==> src/logic/fsg_cfg.svh <==
/*
  Offsets, field positions and reset values of the frame sync generator.
  Assumes inclusion by bare name from the top module only; the package does not include it.
*/
`ifndef FSG_CFG_SVH
`define FSG_CFG_SVH
// Overview of operation
// - frame pulses run only with run bit and generator sync mode both set
// - receive and transmit framing are chosen separately, any data delay
// - self-triggered transmit emits one sync per holding-to-shift copy
// - copy-triggered framing with delay 1 or 2 may miss top packet rate
// - receive and transmit each accept an external sync on own pin
// - period counter is 12-bit, counts bit clocks from the period setting down to 0
// - width counter is 8-bit and sets how long the pulse stays high
// - generated sync starts low when the generator leaves reset
// - width+1 counted per bit clock, sync low at zero: 1 to 256 clocks
// - period+1 counted alongside, sync high at zero: 1 to 4096 bits
// - with resync on, the period setting is ignored
// - loopback uses transmit sync as receive sync and loops data back
// - no loopback, drive select 0: receive pin input, polarity applied
// - no loopback, drive select 1, no resync: generated sync drives pin and receive
// - resync on, drive select 1: receive pin only resyncs and triggers generated sync
// - loopback, drive select 0: receive pin is left undriven
// - resync: each rising receive sync restarts bit clock, fires a pulse

`define FSG_OFF_CTRL    12'h000
`define FSG_OFF_FRAME   12'h004
`define FSG_OFF_DIV     12'h008
`define FSG_OFF_STATUS  12'h00c

`define FSG_CTRL_W      8
`define FSG_FRAME_PER_LSB 0
`define FSG_FRAME_WID_LSB 16
`define FSG_STAT_PER_LSB  16

`define FSG_CTRL_RST    32'h0000_0000
`define FSG_FRAME_RST   32'h0000_0000
`define FSG_DIV_RST     32'h0000_0000
`endif

==> src/logic/fsg_pkg.sv <==
/*
  Types of the frame sync generator: control fields and pin groups.
  Assumes nothing beyond the cfg header.
*/
`default_nettype none
package fsg_pkg;
  typedef struct packed {
    logic tx_sync_polarity;
    logic tx_sync_drive;
    logic rx_sync_polarity;
    logic rx_sync_drive_select;
    logic loopback_enable;
    logic clock_resync_enable;
    logic tx_sync_from_generator;
    logic frame_gen_run;
  } fsg_ctrl_t;

  typedef struct packed {
    logic ext_bit_clk;
    logic rx_sync_pin;
    logic tx_sync_pin;
    logic rx_serial_in;
  } fsg_pins_t;
endpackage : fsg_pkg
`default_nettype wire

==> src/logic/fsg_sync2.sv <==
/*
  Two-flop synchroniser for a group of asynchronous levels.
  Assumes inputs are levels slow against the clock.
*/
`default_nettype none
module fsg_sync2 #(
  parameter int W = 1
) (
  input  wire logic         i_clk,
  input  wire logic         i_arst_n,
  input  wire logic [W-1:0] i_d,
  output logic      [W-1:0] o_q
);
  logic [W-1:0] meta_ff;
  logic [W-1:0] sync_ff;

  if (W < 1) begin : g_chk
    $error("fsg_sync2: W must be at least 1");
  end

  always_ff @(posedge i_clk or negedge i_arst_n) begin
    if (!i_arst_n) begin
      meta_ff <= '0;
      sync_ff <= '0;
    end else begin
      meta_ff <= i_d;
      sync_ff <= meta_ff;
    end
  end

  assign o_q = sync_ff;
endmodule : fsg_sync2
`default_nettype wire

==> src/logic/fsg_down_cnt.sv <==
/*
  Loadable down-counter that holds at zero; clear beats load beats count.
  Assumes all controls come from the same clock.
*/
`default_nettype none
module fsg_down_cnt #(
  parameter int W = 8
) (
  input  wire logic         i_clk,
  input  wire logic         i_arst_n,
  input  wire logic         i_clr,
  input  wire logic         i_load,
  input  wire logic [W-1:0] i_val,
  input  wire logic         i_dec,
  output logic      [W-1:0] o_count,
  output logic              o_zero
);
  logic [W-1:0] cnt_ff;

  if (W < 1) begin : g_chk
    $error("fsg_down_cnt: W must be at least 1");
  end

  always_ff @(posedge i_clk or negedge i_arst_n) begin
    if (!i_arst_n) begin
      cnt_ff <= '0;
    end else if (i_clr) begin
      cnt_ff <= '0;
    end else if (i_load) begin
      cnt_ff <= i_val;
    end else if (i_dec && (cnt_ff != '0)) begin
      cnt_ff <= cnt_ff - W'(1);
    end
  end

  assign o_count = cnt_ff;
  assign o_zero  = (cnt_ff == '0);
endmodule : fsg_down_cnt
`default_nettype wire

==> src/logic/fsg_frame_sync_gen.sv <==
/*
  Frame sync generator with receive sync selection and APB registers.
  Assumes an APB master on i_core_clk; pins and the external bit clock
  are asynchronous and are synchronised here; i_tx_copy and
  i_tx_serial_out come from logic on i_core_clk.
*/
`include "fsg_cfg.svh"
`default_nettype none
module fsg_frame_sync_gen #(
  parameter int ADDR_W = 12,
  parameter int PER_W  = 12,
  parameter int WID_W  = 8,
  parameter int DIV_W  = 8
) (
  input  wire logic              i_core_clk,
  input  wire logic              i_arst_n,
  input  wire logic              i_psel,
  input  wire logic              i_penable,
  input  wire logic              i_pwrite,
  input  wire logic [ADDR_W-1:0] i_paddr,
  input  wire logic [31:0]       i_pwdata,
  input  wire logic [3:0]        i_pstrb,
  output logic      [31:0]       o_prdata,
  output logic                   o_pready,
  output logic                   o_pslverr,
  input  wire logic              i_ext_bit_clk,
  input  wire logic              i_rx_sync_pin,
  output logic                   o_rx_sync_pin,
  output logic                   o_rx_sync_pin_oe_n,
  input  wire logic              i_tx_sync_pin,
  output logic                   o_tx_sync_pin,
  output logic                   o_tx_sync_pin_oe_n,
  input  wire logic              i_rx_serial_in,
  input  wire logic              i_tx_serial_out,
  input  wire logic              i_tx_copy,
  output logic                   o_rx_serial_data,
  output logic                   o_rx_sync_internal,
  output logic                   o_tx_sync_internal,
  output logic                   o_gen_frame_sync,
  output logic                   o_gen_bit_clock
);

  if (ADDR_W < 4 || ADDR_W > 32) begin : g_chk_addr
    $error("fsg_frame_sync_gen: ADDR_W out of range");
  end
  if (PER_W < 1 || PER_W > 12) begin : g_chk_per
    $error("fsg_frame_sync_gen: PER_W must be 1 to 12");
  end
  if (WID_W < 1 || WID_W > 8) begin : g_chk_wid
    $error("fsg_frame_sync_gen: WID_W must be 1 to 8");
  end
  if (DIV_W < 1 || DIV_W > 8) begin : g_chk_div
    $error("fsg_frame_sync_gen: DIV_W must be 1 to 8");
  end

  localparam logic [ADDR_W-1:0] A_CTRL   = ADDR_W'(`FSG_OFF_CTRL);
  localparam logic [ADDR_W-1:0] A_FRAME  = ADDR_W'(`FSG_OFF_FRAME);
  localparam logic [ADDR_W-1:0] A_DIV    = ADDR_W'(`FSG_OFF_DIV);
  localparam logic [ADDR_W-1:0] A_STATUS = ADDR_W'(`FSG_OFF_STATUS);

  // register file state
  logic [31:0]              ctrl_ff;
  logic [31:0]              frame_ff;
  logic [31:0]              div_ff;
  logic [31:0]              prdata_ff;
  logic                     pready_ff;
  logic                     pslverr_ff;
  fsg_pkg::fsg_ctrl_t       ctrl;

  // synchronised pins and edge history
  fsg_pkg::fsg_pins_t       pins_raw;
  fsg_pkg::fsg_pins_t       pins;
  logic                     ext_clk_d_ff;
  logic                     rx_act_d_ff;

  // bit clock and generator
  logic [DIV_W-1:0]         div_cnt;
  logic                     div_zero;
  logic [PER_W-1:0]         per_cnt;
  logic                     per_zero;
  logic [WID_W-1:0]         wid_cnt;
  logic                     wid_zero;
  logic                     fsg_ff;
  logic                     bit_tick_ff;
  logic                     copy_fs_ff;

  // registered outputs
  logic                     rx_int_ff;
  logic                     tx_int_ff;
  logic                     rx_data_ff;
  logic                     rx_pin_ff;
  logic                     rx_pin_oe_n_ff;
  logic                     tx_pin_ff;
  logic                     tx_pin_oe_n_ff;

  // combinational terms
  logic                     setup;
  logic                     wr_en;
  logic                     addr_hit;
  logic                     ext_rise;
  logic                     rx_act;
  logic                     resync_evt;
  logic                     bit_tick;
  logic                     gen_en;
  logic                     frame_start;
  logic                     nxt_tx_int;
  logic                     nxt_rx_int;
  logic                     nxt_rx_pin;
  logic                     nxt_rx_pin_oe_n;
  logic                     nxt_tx_pin;
  logic                     nxt_tx_pin_oe_n;
  logic [31:0]              nxt_prdata;
  logic [31:0]              status;

  function automatic logic [31:0] merge_strb(
    input logic [31:0] old_val,
    input logic [31:0] new_val,
    input logic [3:0]  strb
  );
    logic [31:0] res;
    res = old_val;
    for (int i = 0; i < 4; i++) begin
      if (strb[i]) begin
        res[i*8 +: 8] = new_val[i*8 +: 8];
      end
    end
    return res;
  endfunction : merge_strb

  assign ctrl = fsg_pkg::fsg_ctrl_t'(ctrl_ff[`FSG_CTRL_W-1:0]);

  // apb decode
  assign setup    = i_psel && !i_penable;
  assign wr_en    = i_psel && i_penable && pready_ff && i_pwrite;
  assign addr_hit = (i_paddr == A_CTRL) || (i_paddr == A_FRAME)
                 || (i_paddr == A_DIV)  || (i_paddr == A_STATUS);

  // answer is prepared in the setup cycle, ready in the access cycle
  always_ff @(posedge i_core_clk or negedge i_arst_n) begin
    if (!i_arst_n) begin
      pready_ff  <= 1'b0;
      pslverr_ff <= 1'b0;
    end else begin
      pready_ff  <= setup;
      pslverr_ff <= setup && !addr_hit;
    end
  end

  always_comb begin
    nxt_prdata = 32'h0000_0000;
    if (!i_pwrite) begin
      if (i_paddr == A_CTRL) begin
        nxt_prdata = ctrl_ff;
      end else if (i_paddr == A_FRAME) begin
        nxt_prdata = frame_ff;
      end else if (i_paddr == A_DIV) begin
        nxt_prdata = div_ff;
      end else if (i_paddr == A_STATUS) begin
        nxt_prdata = status;
      end
    end
  end

  always_ff @(posedge i_core_clk or negedge i_arst_n) begin
    if (!i_arst_n) begin
      prdata_ff <= 32'h0000_0000;
    end else if (setup) begin
      prdata_ff <= nxt_prdata;
    end
  end

  // software-written configuration steering the generator
  always_ff @(posedge i_core_clk or negedge i_arst_n) begin
    if (!i_arst_n) begin
      ctrl_ff  <= `FSG_CTRL_RST;
      frame_ff <= `FSG_FRAME_RST;
      div_ff   <= `FSG_DIV_RST;
    end else if (wr_en) begin
      if (i_paddr == A_CTRL) begin
        ctrl_ff <= merge_strb(ctrl_ff, i_pwdata, i_pstrb)
                 & 32'h0000_00ff;
      end
      if (i_paddr == A_FRAME) begin
        frame_ff <= merge_strb(frame_ff, i_pwdata, i_pstrb)
                  & 32'h00ff_0fff;
      end
      if (i_paddr == A_DIV) begin
        div_ff <= merge_strb(div_ff, i_pwdata, i_pstrb)
                & 32'h0000_00ff;
      end
    end
  end

  always_comb begin
    status = 32'h0000_0000;
    status[0] = fsg_ff;
    status[1] = rx_int_ff;
    status[2] = tx_int_ff;
    status[3] = copy_fs_ff;
    status[`FSG_STAT_PER_LSB +: PER_W] = per_cnt;
  end

  // pin synchronisers
  assign pins_raw.ext_bit_clk  = i_ext_bit_clk;
  assign pins_raw.rx_sync_pin  = i_rx_sync_pin;
  assign pins_raw.tx_sync_pin  = i_tx_sync_pin;
  assign pins_raw.rx_serial_in = i_rx_serial_in;

  fsg_sync2 #(
    .W (4)
  ) u_pin_sync (
    .i_clk    (i_core_clk),
    .i_arst_n (i_arst_n),
    .i_d      (pins_raw),
    .o_q      (pins)
  );

  assign rx_act = pins.rx_sync_pin ^ ctrl.rx_sync_polarity;

  always_ff @(posedge i_core_clk or negedge i_arst_n) begin
    if (!i_arst_n) begin
      ext_clk_d_ff <= 1'b0;
      rx_act_d_ff  <= 1'b0;
    end else begin
      ext_clk_d_ff <= pins.ext_bit_clk;
      rx_act_d_ff  <= rx_act;
    end
  end

  assign ext_rise   = pins.ext_bit_clk && !ext_clk_d_ff;
  assign resync_evt = ctrl.clock_resync_enable
                   && rx_act && !rx_act_d_ff;

  // bit clock divider, restarted by resync
  fsg_down_cnt #(
    .W (DIV_W)
  ) u_div_cnt (
    .i_clk    (i_core_clk),
    .i_arst_n (i_arst_n),
    .i_clr    (1'b0),
    .i_load   (resync_evt || (ext_rise && div_zero)),
    .i_val    (div_ff[DIV_W-1:0]),
    .i_dec    (ext_rise),
    .o_count  (div_cnt),
    .o_zero   (div_zero)
  );

  assign bit_tick = resync_evt || (ext_rise && div_zero);

  // generator enable and frame start
  assign gen_en = ctrl.frame_gen_run
               && ctrl.tx_sync_from_generator;
  assign frame_start = gen_en
    && (ctrl.clock_resync_enable ? resync_evt
                                 : (bit_tick && per_zero));

  fsg_down_cnt #(
    .W (PER_W)
  ) u_per_cnt (
    .i_clk    (i_core_clk),
    .i_arst_n (i_arst_n),
    .i_clr    (!gen_en || ctrl.clock_resync_enable),
    .i_load   (frame_start),
    .i_val    (frame_ff[`FSG_FRAME_PER_LSB +: PER_W]),
    .i_dec    (bit_tick),
    .o_count  (per_cnt),
    .o_zero   (per_zero)
  );

  fsg_down_cnt #(
    .W (WID_W)
  ) u_wid_cnt (
    .i_clk    (i_core_clk),
    .i_arst_n (i_arst_n),
    .i_clr    (!gen_en),
    .i_load   (frame_start),
    .i_val    (frame_ff[`FSG_FRAME_WID_LSB +: WID_W]),
    .i_dec    (bit_tick),
    .o_count  (wid_cnt),
    .o_zero   (wid_zero)
  );

  // generated frame sync level
  always_ff @(posedge i_core_clk or negedge i_arst_n) begin
    if (!i_arst_n) begin
      fsg_ff <= 1'b0;
    end else if (!gen_en) begin
      fsg_ff <= 1'b0;
    end else if (frame_start) begin
      fsg_ff <= 1'b1;
    end else if (bit_tick && wid_zero) begin
      fsg_ff <= 1'b0;
    end
  end

  always_ff @(posedge i_core_clk or negedge i_arst_n) begin
    if (!i_arst_n) begin
      bit_tick_ff <= 1'b0;
    end else begin
      bit_tick_ff <= bit_tick;
    end
  end

  // copy-triggered sync, high until the next bit tick; a new copy wins the clear
  always_ff @(posedge i_core_clk or negedge i_arst_n) begin
    if (!i_arst_n) begin
      copy_fs_ff <= 1'b0;
    end else if (i_tx_copy) begin
      copy_fs_ff <= 1'b1;
    end else if (bit_tick) begin
      copy_fs_ff <= 1'b0;
    end
  end

  // transmit sync source
  always_comb begin
    if (ctrl.tx_sync_from_generator) begin
      nxt_tx_int = fsg_ff;
    end else if (ctrl.tx_sync_drive) begin
      nxt_tx_int = copy_fs_ff;
    end else begin
      nxt_tx_int = pins.tx_sync_pin ^ ctrl.tx_sync_polarity;
    end
    nxt_tx_pin      = nxt_tx_int ^ ctrl.tx_sync_polarity;
    nxt_tx_pin_oe_n = !ctrl.tx_sync_drive;
  end

  // receive sync source and pin direction
  always_comb begin
    if (ctrl.loopback_enable) begin
      nxt_rx_int = nxt_tx_int;
    end else if (!ctrl.rx_sync_drive_select) begin
      nxt_rx_int = rx_act;
    end else begin
      nxt_rx_int = fsg_ff;
    end
    nxt_rx_pin = nxt_rx_int ^ ctrl.rx_sync_polarity;
    nxt_rx_pin_oe_n = !(ctrl.rx_sync_drive_select
                        && !ctrl.clock_resync_enable);
  end

  always_ff @(posedge i_core_clk or negedge i_arst_n) begin
    if (!i_arst_n) begin
      rx_int_ff      <= 1'b0;
      tx_int_ff      <= 1'b0;
      rx_pin_ff      <= 1'b0;
      rx_pin_oe_n_ff <= 1'b1;
      tx_pin_ff      <= 1'b0;
      tx_pin_oe_n_ff <= 1'b1;
    end else begin
      rx_int_ff      <= nxt_rx_int;
      tx_int_ff      <= nxt_tx_int;
      rx_pin_ff      <= nxt_rx_pin;
      rx_pin_oe_n_ff <= nxt_rx_pin_oe_n;
      tx_pin_ff      <= nxt_tx_pin;
      tx_pin_oe_n_ff <= nxt_tx_pin_oe_n;
    end
  end

  // receive data, looped back from transmit when asked
  always_ff @(posedge i_core_clk or negedge i_arst_n) begin
    if (!i_arst_n) begin
      rx_data_ff <= 1'b0;
    end else if (ctrl.loopback_enable) begin
      rx_data_ff <= i_tx_serial_out;
    end else begin
      rx_data_ff <= pins.rx_serial_in;
    end
  end

  assign o_prdata           = prdata_ff;
  assign o_pready           = pready_ff;
  assign o_pslverr          = pslverr_ff;
  assign o_rx_sync_pin      = rx_pin_ff;
  assign o_rx_sync_pin_oe_n = rx_pin_oe_n_ff;
  assign o_tx_sync_pin      = tx_pin_ff;
  assign o_tx_sync_pin_oe_n = tx_pin_oe_n_ff;
  assign o_rx_serial_data   = rx_data_ff;
  assign o_rx_sync_internal = rx_int_ff;
  assign o_tx_sync_internal = tx_int_ff;
  assign o_gen_frame_sync   = fsg_ff;
  assign o_gen_bit_clock    = bit_tick_ff;

endmodule : fsg_frame_sync_gen
`default_nettype wire

==> config.mk <==
export PLATFORM = sky130hd
export DESIGN_NAME = fsg_frame_sync_gen
export DESIGN_NICKNAME = d
export VERILOG_FILES = /design/src/logic/fsg_pkg.sv /design/src/logic/fsg_sync2.sv /design/src/logic/fsg_down_cnt.sv /design/src/logic/fsg_frame_sync_gen.sv
export VERILOG_INCLUDE_DIRS = /design/src /design/src/logic
export SDC_FILE = /design/constraint.sdc
export NUM_CORES = 1
export LEC_CHECK = 0
export BUFFER_PORTS_ARGS = -buffer_cell sky130_fd_sc_hd__buf_2
export CAP_MARGIN = 10
export CORE_MARGIN = 10
export CORE_UTILIZATION = 55
export DETAILED_ROUTE_END_ITERATION = 6
export PLACE_DENSITY = 0.79
export SLEW_MARGIN = 5
export SYNTH_ARGS = -nofsm -noshare
export SYNTH_HDL_FRONTEND = slang
export SYNTH_SLANG_ARGS = --single-unit
==> constraint.sdc <==
create_clock -name i_core_clk -period 3 [get_ports i_core_clk]
set_clock_uncertainty 0.2 [all_clocks]
set_input_delay 0.15 -clock i_core_clk [delete_from_list [all_inputs] [get_ports i_core_clk]]
set_output_delay 0.15 -clock i_core_clk [all_outputs]
set_load 0.005 [all_outputs]
Word-level counts from Yosys, hierarchy flattened
Index checks and enable logic that the tools add are counted.
Cells by class
  add/subtract/negate cells: 3
  equality and inequality tests: 5
  multiplexer cells: 24
  bitwise operators: 4
  reductions and logical operators: 45
Operator list (count)
  $mux 32: 3
  $mux 28: 2
  $mux 8: 5
  $mux 12: 3
  $eq 12x4->1 const B: 2
  $logic_not 12->1: 2
  $logic_and 1x1->1: 17
  $logic_not 8->1: 2
  $reduce_bool 8->1: 2
  $sub 8x1->8 const B: 2
  $reduce_and 3->1: 5
  $eq 12x3->1 const B: 1
  $reduce_bool 12->1: 1
  $sub 12x1->12 const B: 1
  $mux 1: 11
  $logic_not 1->1: 8
  $ne 3x1->1 const B: 2
  $logic_or 1x1->1: 5
  $reduce_bool 2->1: 2
  $xor 1x1->1: 4
  $reduce_bool 3->1: 1
Word-level totals
  bits in registers: 118
  output and inout bits: 43

Longest topological paths before layout
Gate-level depths: netlist of the first run.
  depth in word-level cells: 9
  depth in mapped cells: 9
  gate-level depth less buffers: 8

Modules after synthesis
From an unflattened synthesis of the first run, not the netlist that was laid out.
Second synthesis, totals
  cell total of the unflattened synthesis: 482
  area total of the unflattened synthesis: 5388.9 um^2
Modules (own cells, without submodules)
  fsg_frame_sync_gen: instances 1, cells each 265, area an instance 3265.6 um^2, sequential area each 1854.3 um^2
  fsg_down_cnt at u_div_cnt ...: instances 2, cells each 61, area an instance 555.5 um^2, sequential area each 200.2 um^2
  fsg_down_cnt at u_per_cnt: instances 1, cells each 87, area an instance 812.0 um^2, sequential area each 300.3 um^2
  fsg_sync2: instances 1, cells each 8, area an instance 200.2 um^2, sequential area each 200.2 um^2

Worst setup path after synthesis of the first run
Ideal clock, no wire load.
  path kind: reg-to-reg
  start: register u_wid_cnt.cnt_ff[0] (netlist: u_wid_cnt.o_count[0])
  end: register u_wid_cnt.cnt_ff[1] (netlist: u_wid_cnt.o_count[1])
  arrival: 2.282 ns
  required time: 2.723 ns
  slack: 0.441 ns
  cell stages (with the launch flop): 9
  buffers on the path: 1
  period minus slack after synthesis: 2.559 ns
  cell sequence: dfrtp_1 > inv_1 > ha_1 > or4b_4 > or4_1 > buf_2 > and3_1 > or4_1 > a21oi_1
Between the ends
  cells in the longest elaborated chain, start to end: 4
RTL lines
  start, declared: line fsg_down_cnt.sv:18  | logic [W-1:0] cnt_ff;
  start signal, assigned: line fsg_down_cnt.sv:30  | cnt_ff <= i_val;
  start signal, assigned: line fsg_down_cnt.sv:32  | cnt_ff <= cnt_ff - W'(1);
  $sub 8x1->8: line fsg_down_cnt.sv:32
  $mux 8: line fsg_down_cnt.sv:31  | end else if (i_dec && (cnt_ff != '0)) begin
  $mux 8: line fsg_down_cnt.sv:29  | end else if (i_load) begin
  $mux 8: line fsg_down_cnt.sv:27  | end else if (i_clr) begin
Several ways; a longest one is shown, not always the timed one. The select of a mux whose other input is x is not followed.
A chain may end at the register's enable or synchronous reset.

Worst setup path in the final report of the first run
  start: register u_wid_cnt.cnt_ff[0] (netlist: u_wid_cnt.o_count[0])
  end: register u_wid_cnt.cnt_ff[3] (netlist: u_wid_cnt.o_count[3])
Same word-level chain as after synthesis.

==> results.toml, run 1 <==
[global_route]
grt.total_usage_pct = 19.5
grt_pass1_vias = 4474
overflow = 0
grt_start_max_net_pins = 57
grt_pass1_wl_um = 22700
antenna_found_initial = 0

[synth]
synthesis.area_um2 = 5250
syn_avg_cell_area_um2 = 10.5
netlist-cell-type-count = 52
netlist_top_cells_area = "dfrtp_1 (51%), mux2_2 (7.3%), mux2i_1 (4.4%)"
syn-instance-count = 502
yosys.area.top_type_share_pct = 51.5
yosys_warnings = 0
synth.largest_area_cell = "dfrtp_1"
ys.flop_type = "dfrtp_1"
synth_edf_count = 0
synth-seq-area-share_pct = 52.5
async_flop_share_pct = 100
synth-seq-cells = 110

[floorplanning]
die_h_um = 118
die-area_um2 = 13900
floorplan.initialDensity_pct = 56.5
ioPinCount = 102
core_area_um2 = 9280
die_w_um = 118
rows = 35

[clock_tree]
htreeDepth = 3
cts_tree = "done"
numCtsBuffers = 9
insertion_delay_ns = 0.39
cts_num_sinks = 110
root_buffer = "clkbuf_8"
clk_pin_slew_ns = 0.11
clk_path_buf_depth = 2

[worst_hold_path]
hp-class = "in2reg"

[routing]
vias = 4422
dr.pass1.iters = 5
drc_errors = 0
initialDrtViolationCount = 384
wire_per_inst_um = 18.6
via_per_inst = 5.96
drt_wl_total_um = 13800
drtAntennaViolNets = 0

[timing]
worst_pin_slew_ns = 0.844
fin_crit_sh_pct = 92.8
hold_viol = 0
finalSetupTns_ns = 0
timing.hold.ws_ns = 0.0212
rsz0062_at_grt = "false"
setup_viol = 0
relSlewSlack_pct = 43.4
fmax_mhz = 359
final_max_slew_viol_count = 0
period_minus_slack_ns = 2.79
layout_setup_ws_ns = 0.215

[finish]
nets = 672
final_cell_area_um2 = 6320
final_core_util_pct = 68.1
layout-drive-gt1-share_pct = 25.1
n_fill_cell = 709
area_delta_synth_final_pct = 20.4
antenna_cells = 0
final_cell_mix = "dfrtp_1 (108), buf_2 (80), o21ai_0 (37)"
final_cells = 742
layout_commonest_cell = "dfrtp_1"

[setup_path]
criticalPathCategory = "reg2reg"
crit_path_end_kind = "flip-flop"
slowest_stage = "or4_1"
cp-start-kind = "flip-flop"
required_ns = 3.04
crit_chain = "inv_1, ha_1, or4b_4, or4_1, o311ai_2, o22ai_1"
crit_path_max_incr_delay_ns = 0.56
critPathArrivalTime_ns = 2.82
worstPathMaxFanout = 6

[place]
place_ws_ns = 0.229
post-dp-hpwl_um = 9910
dpl.cell_count = 695
port_buffers = 80
place_area_um2 = 5780
gp_congestion = 0.883

[power]
fin_total_pwr_mw = 2.87
p_seq_share_pct = 55.8
swShare_pct = 27.1
p_sw_mw = 0.778
p_int_mw = 2.09
irDropWorstVdd_v = 0.000288
pwr_density_cell_nw_per_um2 = 455
power.share.clock_pct = 34.4
leakage_nw = 3.23
combPwrFrac_pct = 9.8

[flow_run]
cap_violations = 0

[status]
status = "complete, no violations"
## metal layers
metal  track usage [%]  vias up  wire length (um)
li1                  -     2025                 -
met1              23.6     2176              5720
met2              33.5      194              6980
met3              4.41       27               834
met4              6.57        0               274
met5                 0        -                 0
## registers in the layout (all words and copies together) (netlist names), 4 cells and up
register,flops
ctrl_ff,8
div_ff,8
frame_ff,20
o_prdata,24
u_div_cnt.o_count,8
u_per_cnt.o_count,12
u_pin_sync.meta_ff,4
u_pin_sync.o_q,4
u_wid_cnt.o_count,8
## final timing paths
| kind | start | end | slack, ns | cells past startpoint |
|---|---|---|---|---|
| worst min register to register | u_pin_sync.meta_ff[0]$_DFF_PN0_ | u_pin_sync.o_q[0]$_DFF_PN0_ | 0.16 | 0 |
| worst max-delay path | u_wid_cnt.o_count[0]$_DFFE_PN0P_ | u_wid_cnt.o_count[3]$_DFFE_PN0P_ | 0.21 | 6 |
| max in group asynchronous | i_arst_n | o_tx_sync_pin_oe_n$_DFF_PN1_ | 1.63 | 3 |
| worst max register to register | u_wid_cnt.o_count[0]$_DFFE_PN0P_ | u_wid_cnt.o_count[3]$_DFFE_PN0P_ | 0.21 | 6 |
| min in group asynchronous | i_arst_n | frame_ff[11]$_DFFE_PN0P_ | 0.16 | 2 |
| worst min-delay path | i_pstrb[1] | frame_ff[11]$_DFFE_PN0P_ | 0.02 | 3 |
## worst max-delay path: cells and delay by family, from the launching register on
kind,cells,cell delay (ns)
AOI/OAI and AO/OA,2,0.73
adders and majority gates,1,0.16
buffers and inverters,1,0.10
DFF,1,0.41
and+or+nand+nor,2,1.03
## Yosys cell counts, drive strengths merged, types with 10 or more instances
library cell,n
dfrtp,108
mux2i,23
nor4,16
clkbuf,23
nand2,35
nand3,10
nor3,18
mux2,34
buf,11
a21oi,25
nor2,22
inv,35
o21ai,39
## area by class of cell
| type | instances | area (um^2) | share of cell area, % |
|---|---|---|---|
| clock inverter | 6 | 88.8 | 1.41 |
| multi-input combinational | 330 | 2240 | 35.5 |
| timing repair buffer | 122 | 803 | 12.7 |
| inverter | 35 | 131 | 2.08 |
| clock buffer | 10 | 138 | 2.18 |
| tap | 129 | 161 | 2.55 |
| sequential | 110 | 2760 | 43.6 |
## cells by family (layout without fill, tap and decap cells)
logic type	count (synthesis)	count (layout)	synth area share, %
AND/OR/NAND/NOR	142	142	14.3
AO/OA/AOI/OAI	114	114	14.0
flip-flops	110	110	52.5
buffers and inverters	69	173	5.60
multiplexers	57	57	11.7
adder cells (fa/ha/maj)	5	5	1.19
XOR/XNOR	4	4	0.668
other	1	8	0.0714
## power by group through the flow
| stage | Combinational (mW) | Sequential, mW | Clock (mW) |
|---|---|---|---|
| 2_1_floorplan | 0.146 | 1.61 | 0 |
| 5_1_grt | 0.316 | 1.61 | 1.06 |
| 6_report | 0.282 | 1.60 | 0.989 |
| 3_5_place_dp | 0.249 | 1.63 | 0 |
| 3_3_place_gp | 0.233 | 1.62 | 0 |
| 4_1_cts | 0.280 | 1.60 | 1.00 |
## what timing repair did
item / 4_1_cts / 5_1_grt
setup buffers: 0 / 0
resized for setup: 0 / 1
setup endpoints to repair: 0 / 1
endpoints found under the hold margin: 97 / 0
hold buffers: 30 / 0
(Power assumes the default switching activity.)
==> run 2, diff against run 1 <==
==> constraint.sdc (replaced) <==
create_clock -name i_core_clk -period 3 [get_ports i_core_clk]
set_clock_uncertainty 0.2 [all_clocks]
set_input_delay 0.6 -clock i_core_clk [delete_from_list [all_inputs] [get_ports i_core_clk]]
set_output_delay 0.6 -clock i_core_clk [all_outputs]
set_load 0.005 [all_outputs]
==> results.toml, run 2 (same netlist as run 1, synthesis figures left out) <==
[finish]
largest_reg_flops = 24
final_cell_mix = "dfrtp_1 (108), buf_2 (80), o21ai_0 (38)"
multiInputGateArea_um2 = 2240
final_cells = 719
nets = 649
antenna_cells = 0
layout-drive-gt1-share_pct = 27.3
layout_commonest_cell = "dfrtp_1"
n_fill_cell = 747
area_delta_synth_final_pct = 15.6
final-seq-area_um2 = 2760

[setup_path]
crit_path_end_kind = "flip-flop"
rr_startpoint = "u_wid_cnt.o_count[0]$_DFFE_PN0P_"
crit_chain = "inv_1, ha_1, or4b_4, or4_1, o21ai_1, a22oi_1, o22ai_1"
cp-start-kind = "flip-flop"
reg2regPathDepth = 7
r2r_end = "u_wid_cnt.o_count[2]$_DFFE_PN0P_"
slowest_stage = "or4_1"
crit_path_max_incr_delay_ns = 0.57
rrSetupSlack_ns = 0.1
worstPathMaxFanout = 7
critPathArrivalTime_ns = 3.01
criticalPathCategory = "reg2reg"
required_ns = 3.11

[place]
port_buffers = 80
gp_congestion = 0.887
post-dp-hpwl_um = 10100
dpl.cell_count = 702
place_ws_ns = 0.146

[timing]
fin_crit_sh_pct = 96.7
hold_viol = 0
layout_setup_ws_ns = 0.0989
fmax_mhz = 345
setup_viol = 0
relSlewSlack_pct = 52.0
rsz0062_at_grt = "false"
worst_pin_slew_ns = 0.713
final_max_slew_viol_count = 0
period_minus_slack_ns = 2.90
finalSetupTns_ns = 0

[clock_tree]
numCtsBuffers = 9
insertion_delay_ns = 0.41
cts_num_sinks = 110
clk_path_buf_depth = 2
root_buffer = "clkbuf_8"
hold_buffers = 0
cts_tree = "done"
clk_pin_slew_ns = 0.12
htreeDepth = 3

[worst_hold_path]
hp-class = "in2async"

[routing]
vias = 4359
via_per_inst = 6.06
wire_per_inst_um = 18.9
initialDrtViolationCount = 438
drtAntennaViolNets = 0
drt_wl_total_um = 13600
dr.pass1.iters = 5
drc_errors = 0

[global_route]
overflow = 0
grt_pass1_vias = 4408
grt_pass1_wl_um = 22700
grt.total_usage_pct = 19.6
grt_start_max_net_pins = 53
antenna_found_initial = 0

[floorplanning]
die_h_um = 118
ioPinCount = 102
die-area_um2 = 13900
die_w_um = 118
rows = 35
floorplan.initialDensity_pct = 56.5
core_area_um2 = 9280

[power]
leakage_nw = 3.13
irDropWorstVdd_v = 0.000336
pwr_density_cell_nw_per_um2 = 462

[flow_run]
cap_violations = 0

[status]
status = "complete, no violations"
-- run 2: cell types whose count changed in the layout (fill, tap and decap cells not counted), sizes merged --
cell         delta
bufinv          -1
buf             +7
clkbuf          -1
inv             +1
clkinv          +1
dlygate4sd3    -30
-- run 2: worst max path at each step --
stage,startpoint,end,slack [ns],depth (start not counted)
finish,u_wid_cnt.o_count[0]$_DFFE_PN0P_,u_wid_cnt.o_count[2]$_DFFE_PN0P_,0.1,7
global route,u_wid_cnt.o_count[0]$_DFFE_PN0P_,u_wid_cnt.o_count[2]$_DFFE_PN0P_,0.02,7
CTS,u_wid_cnt.o_count[0]$_DFFE_PN0P_,u_wid_cnt.o_count[2]$_DFFE_PN0P_,0.14,7
detailed placement,u_wid_cnt.o_count[0]$_DFFE_PN0P_,u_wid_cnt.o_count[2]$_DFFE_PN0P_,0.15,7
global placement,i_paddr[7],ctrl_ff[6]$_DFFE_PN0P_,0.26,6
floorplan,i_paddr[7],ctrl_ff[0]$_DFFE_PN0P_,0.34,6
-- run 2: routing by layer --
metal / up-vias / wire (um) / track usage [%]
met5: - / 0 / 0
met3: 32 / 854 / 4.17
met2: 181 / 6900 / 33.5
met4: 0 / 265 / 5.95
li1: 1972 / - / -
met1: 2174 / 5550 / 24.2
-- run 2: stage by stage --
step	hold slack, ns	utilization, %	cell area [um^2]	power [mW]
after floorplan	0.104	-	5280	1.76
after global placement	0.132	62.9	5840	1.86
after detailed placement	0.138	62.9	5840	1.88
after CTS	0.0533	65.3	6060	2.82
after global routing	0.0759	65.3	6070	2.91
final	0.0270	65.3	6070	2.80
-- run 2: final cells by class --
type	instances	area share, %
Clock buffer	9	2.04
Clock inverter	7	1.63
Inverter	35	2.17
Multi-Input combinational cell	330	36.9
Sequential cell	110	45.4
Tap cell	129	2.66
Timing Repair Buffer	99	9.16
-- run 2: report_power, final --
| part | switching [mW] | internal (mW) |
|---|---|---|
| Combinational | 0.151 | 0.0980 |
| Sequential | 0.0603 | 1.54 |
| Clock | 0.605 | 0.347 |
| Total | 0.817 | 1.99 |
-- run 2: worst max-delay path, delay by kind of cell, from the launching register on --
kind                       cells  cell delay, ns
AOI/OAI and AO/OA              3            0.88
adders and majority gates      1            0.17
buffers and inverters          1            0.10
DFF                            1            0.42
and+or+nand+nor                2            1.05
-- run 2: what timing repair did --
action / CTS / global route
endpoints found under the hold margin: 0 / 0
endpoints found under the setup margin: 0 / 11
buffers inserted: 0 / 0
resized for setup: 0 / 1
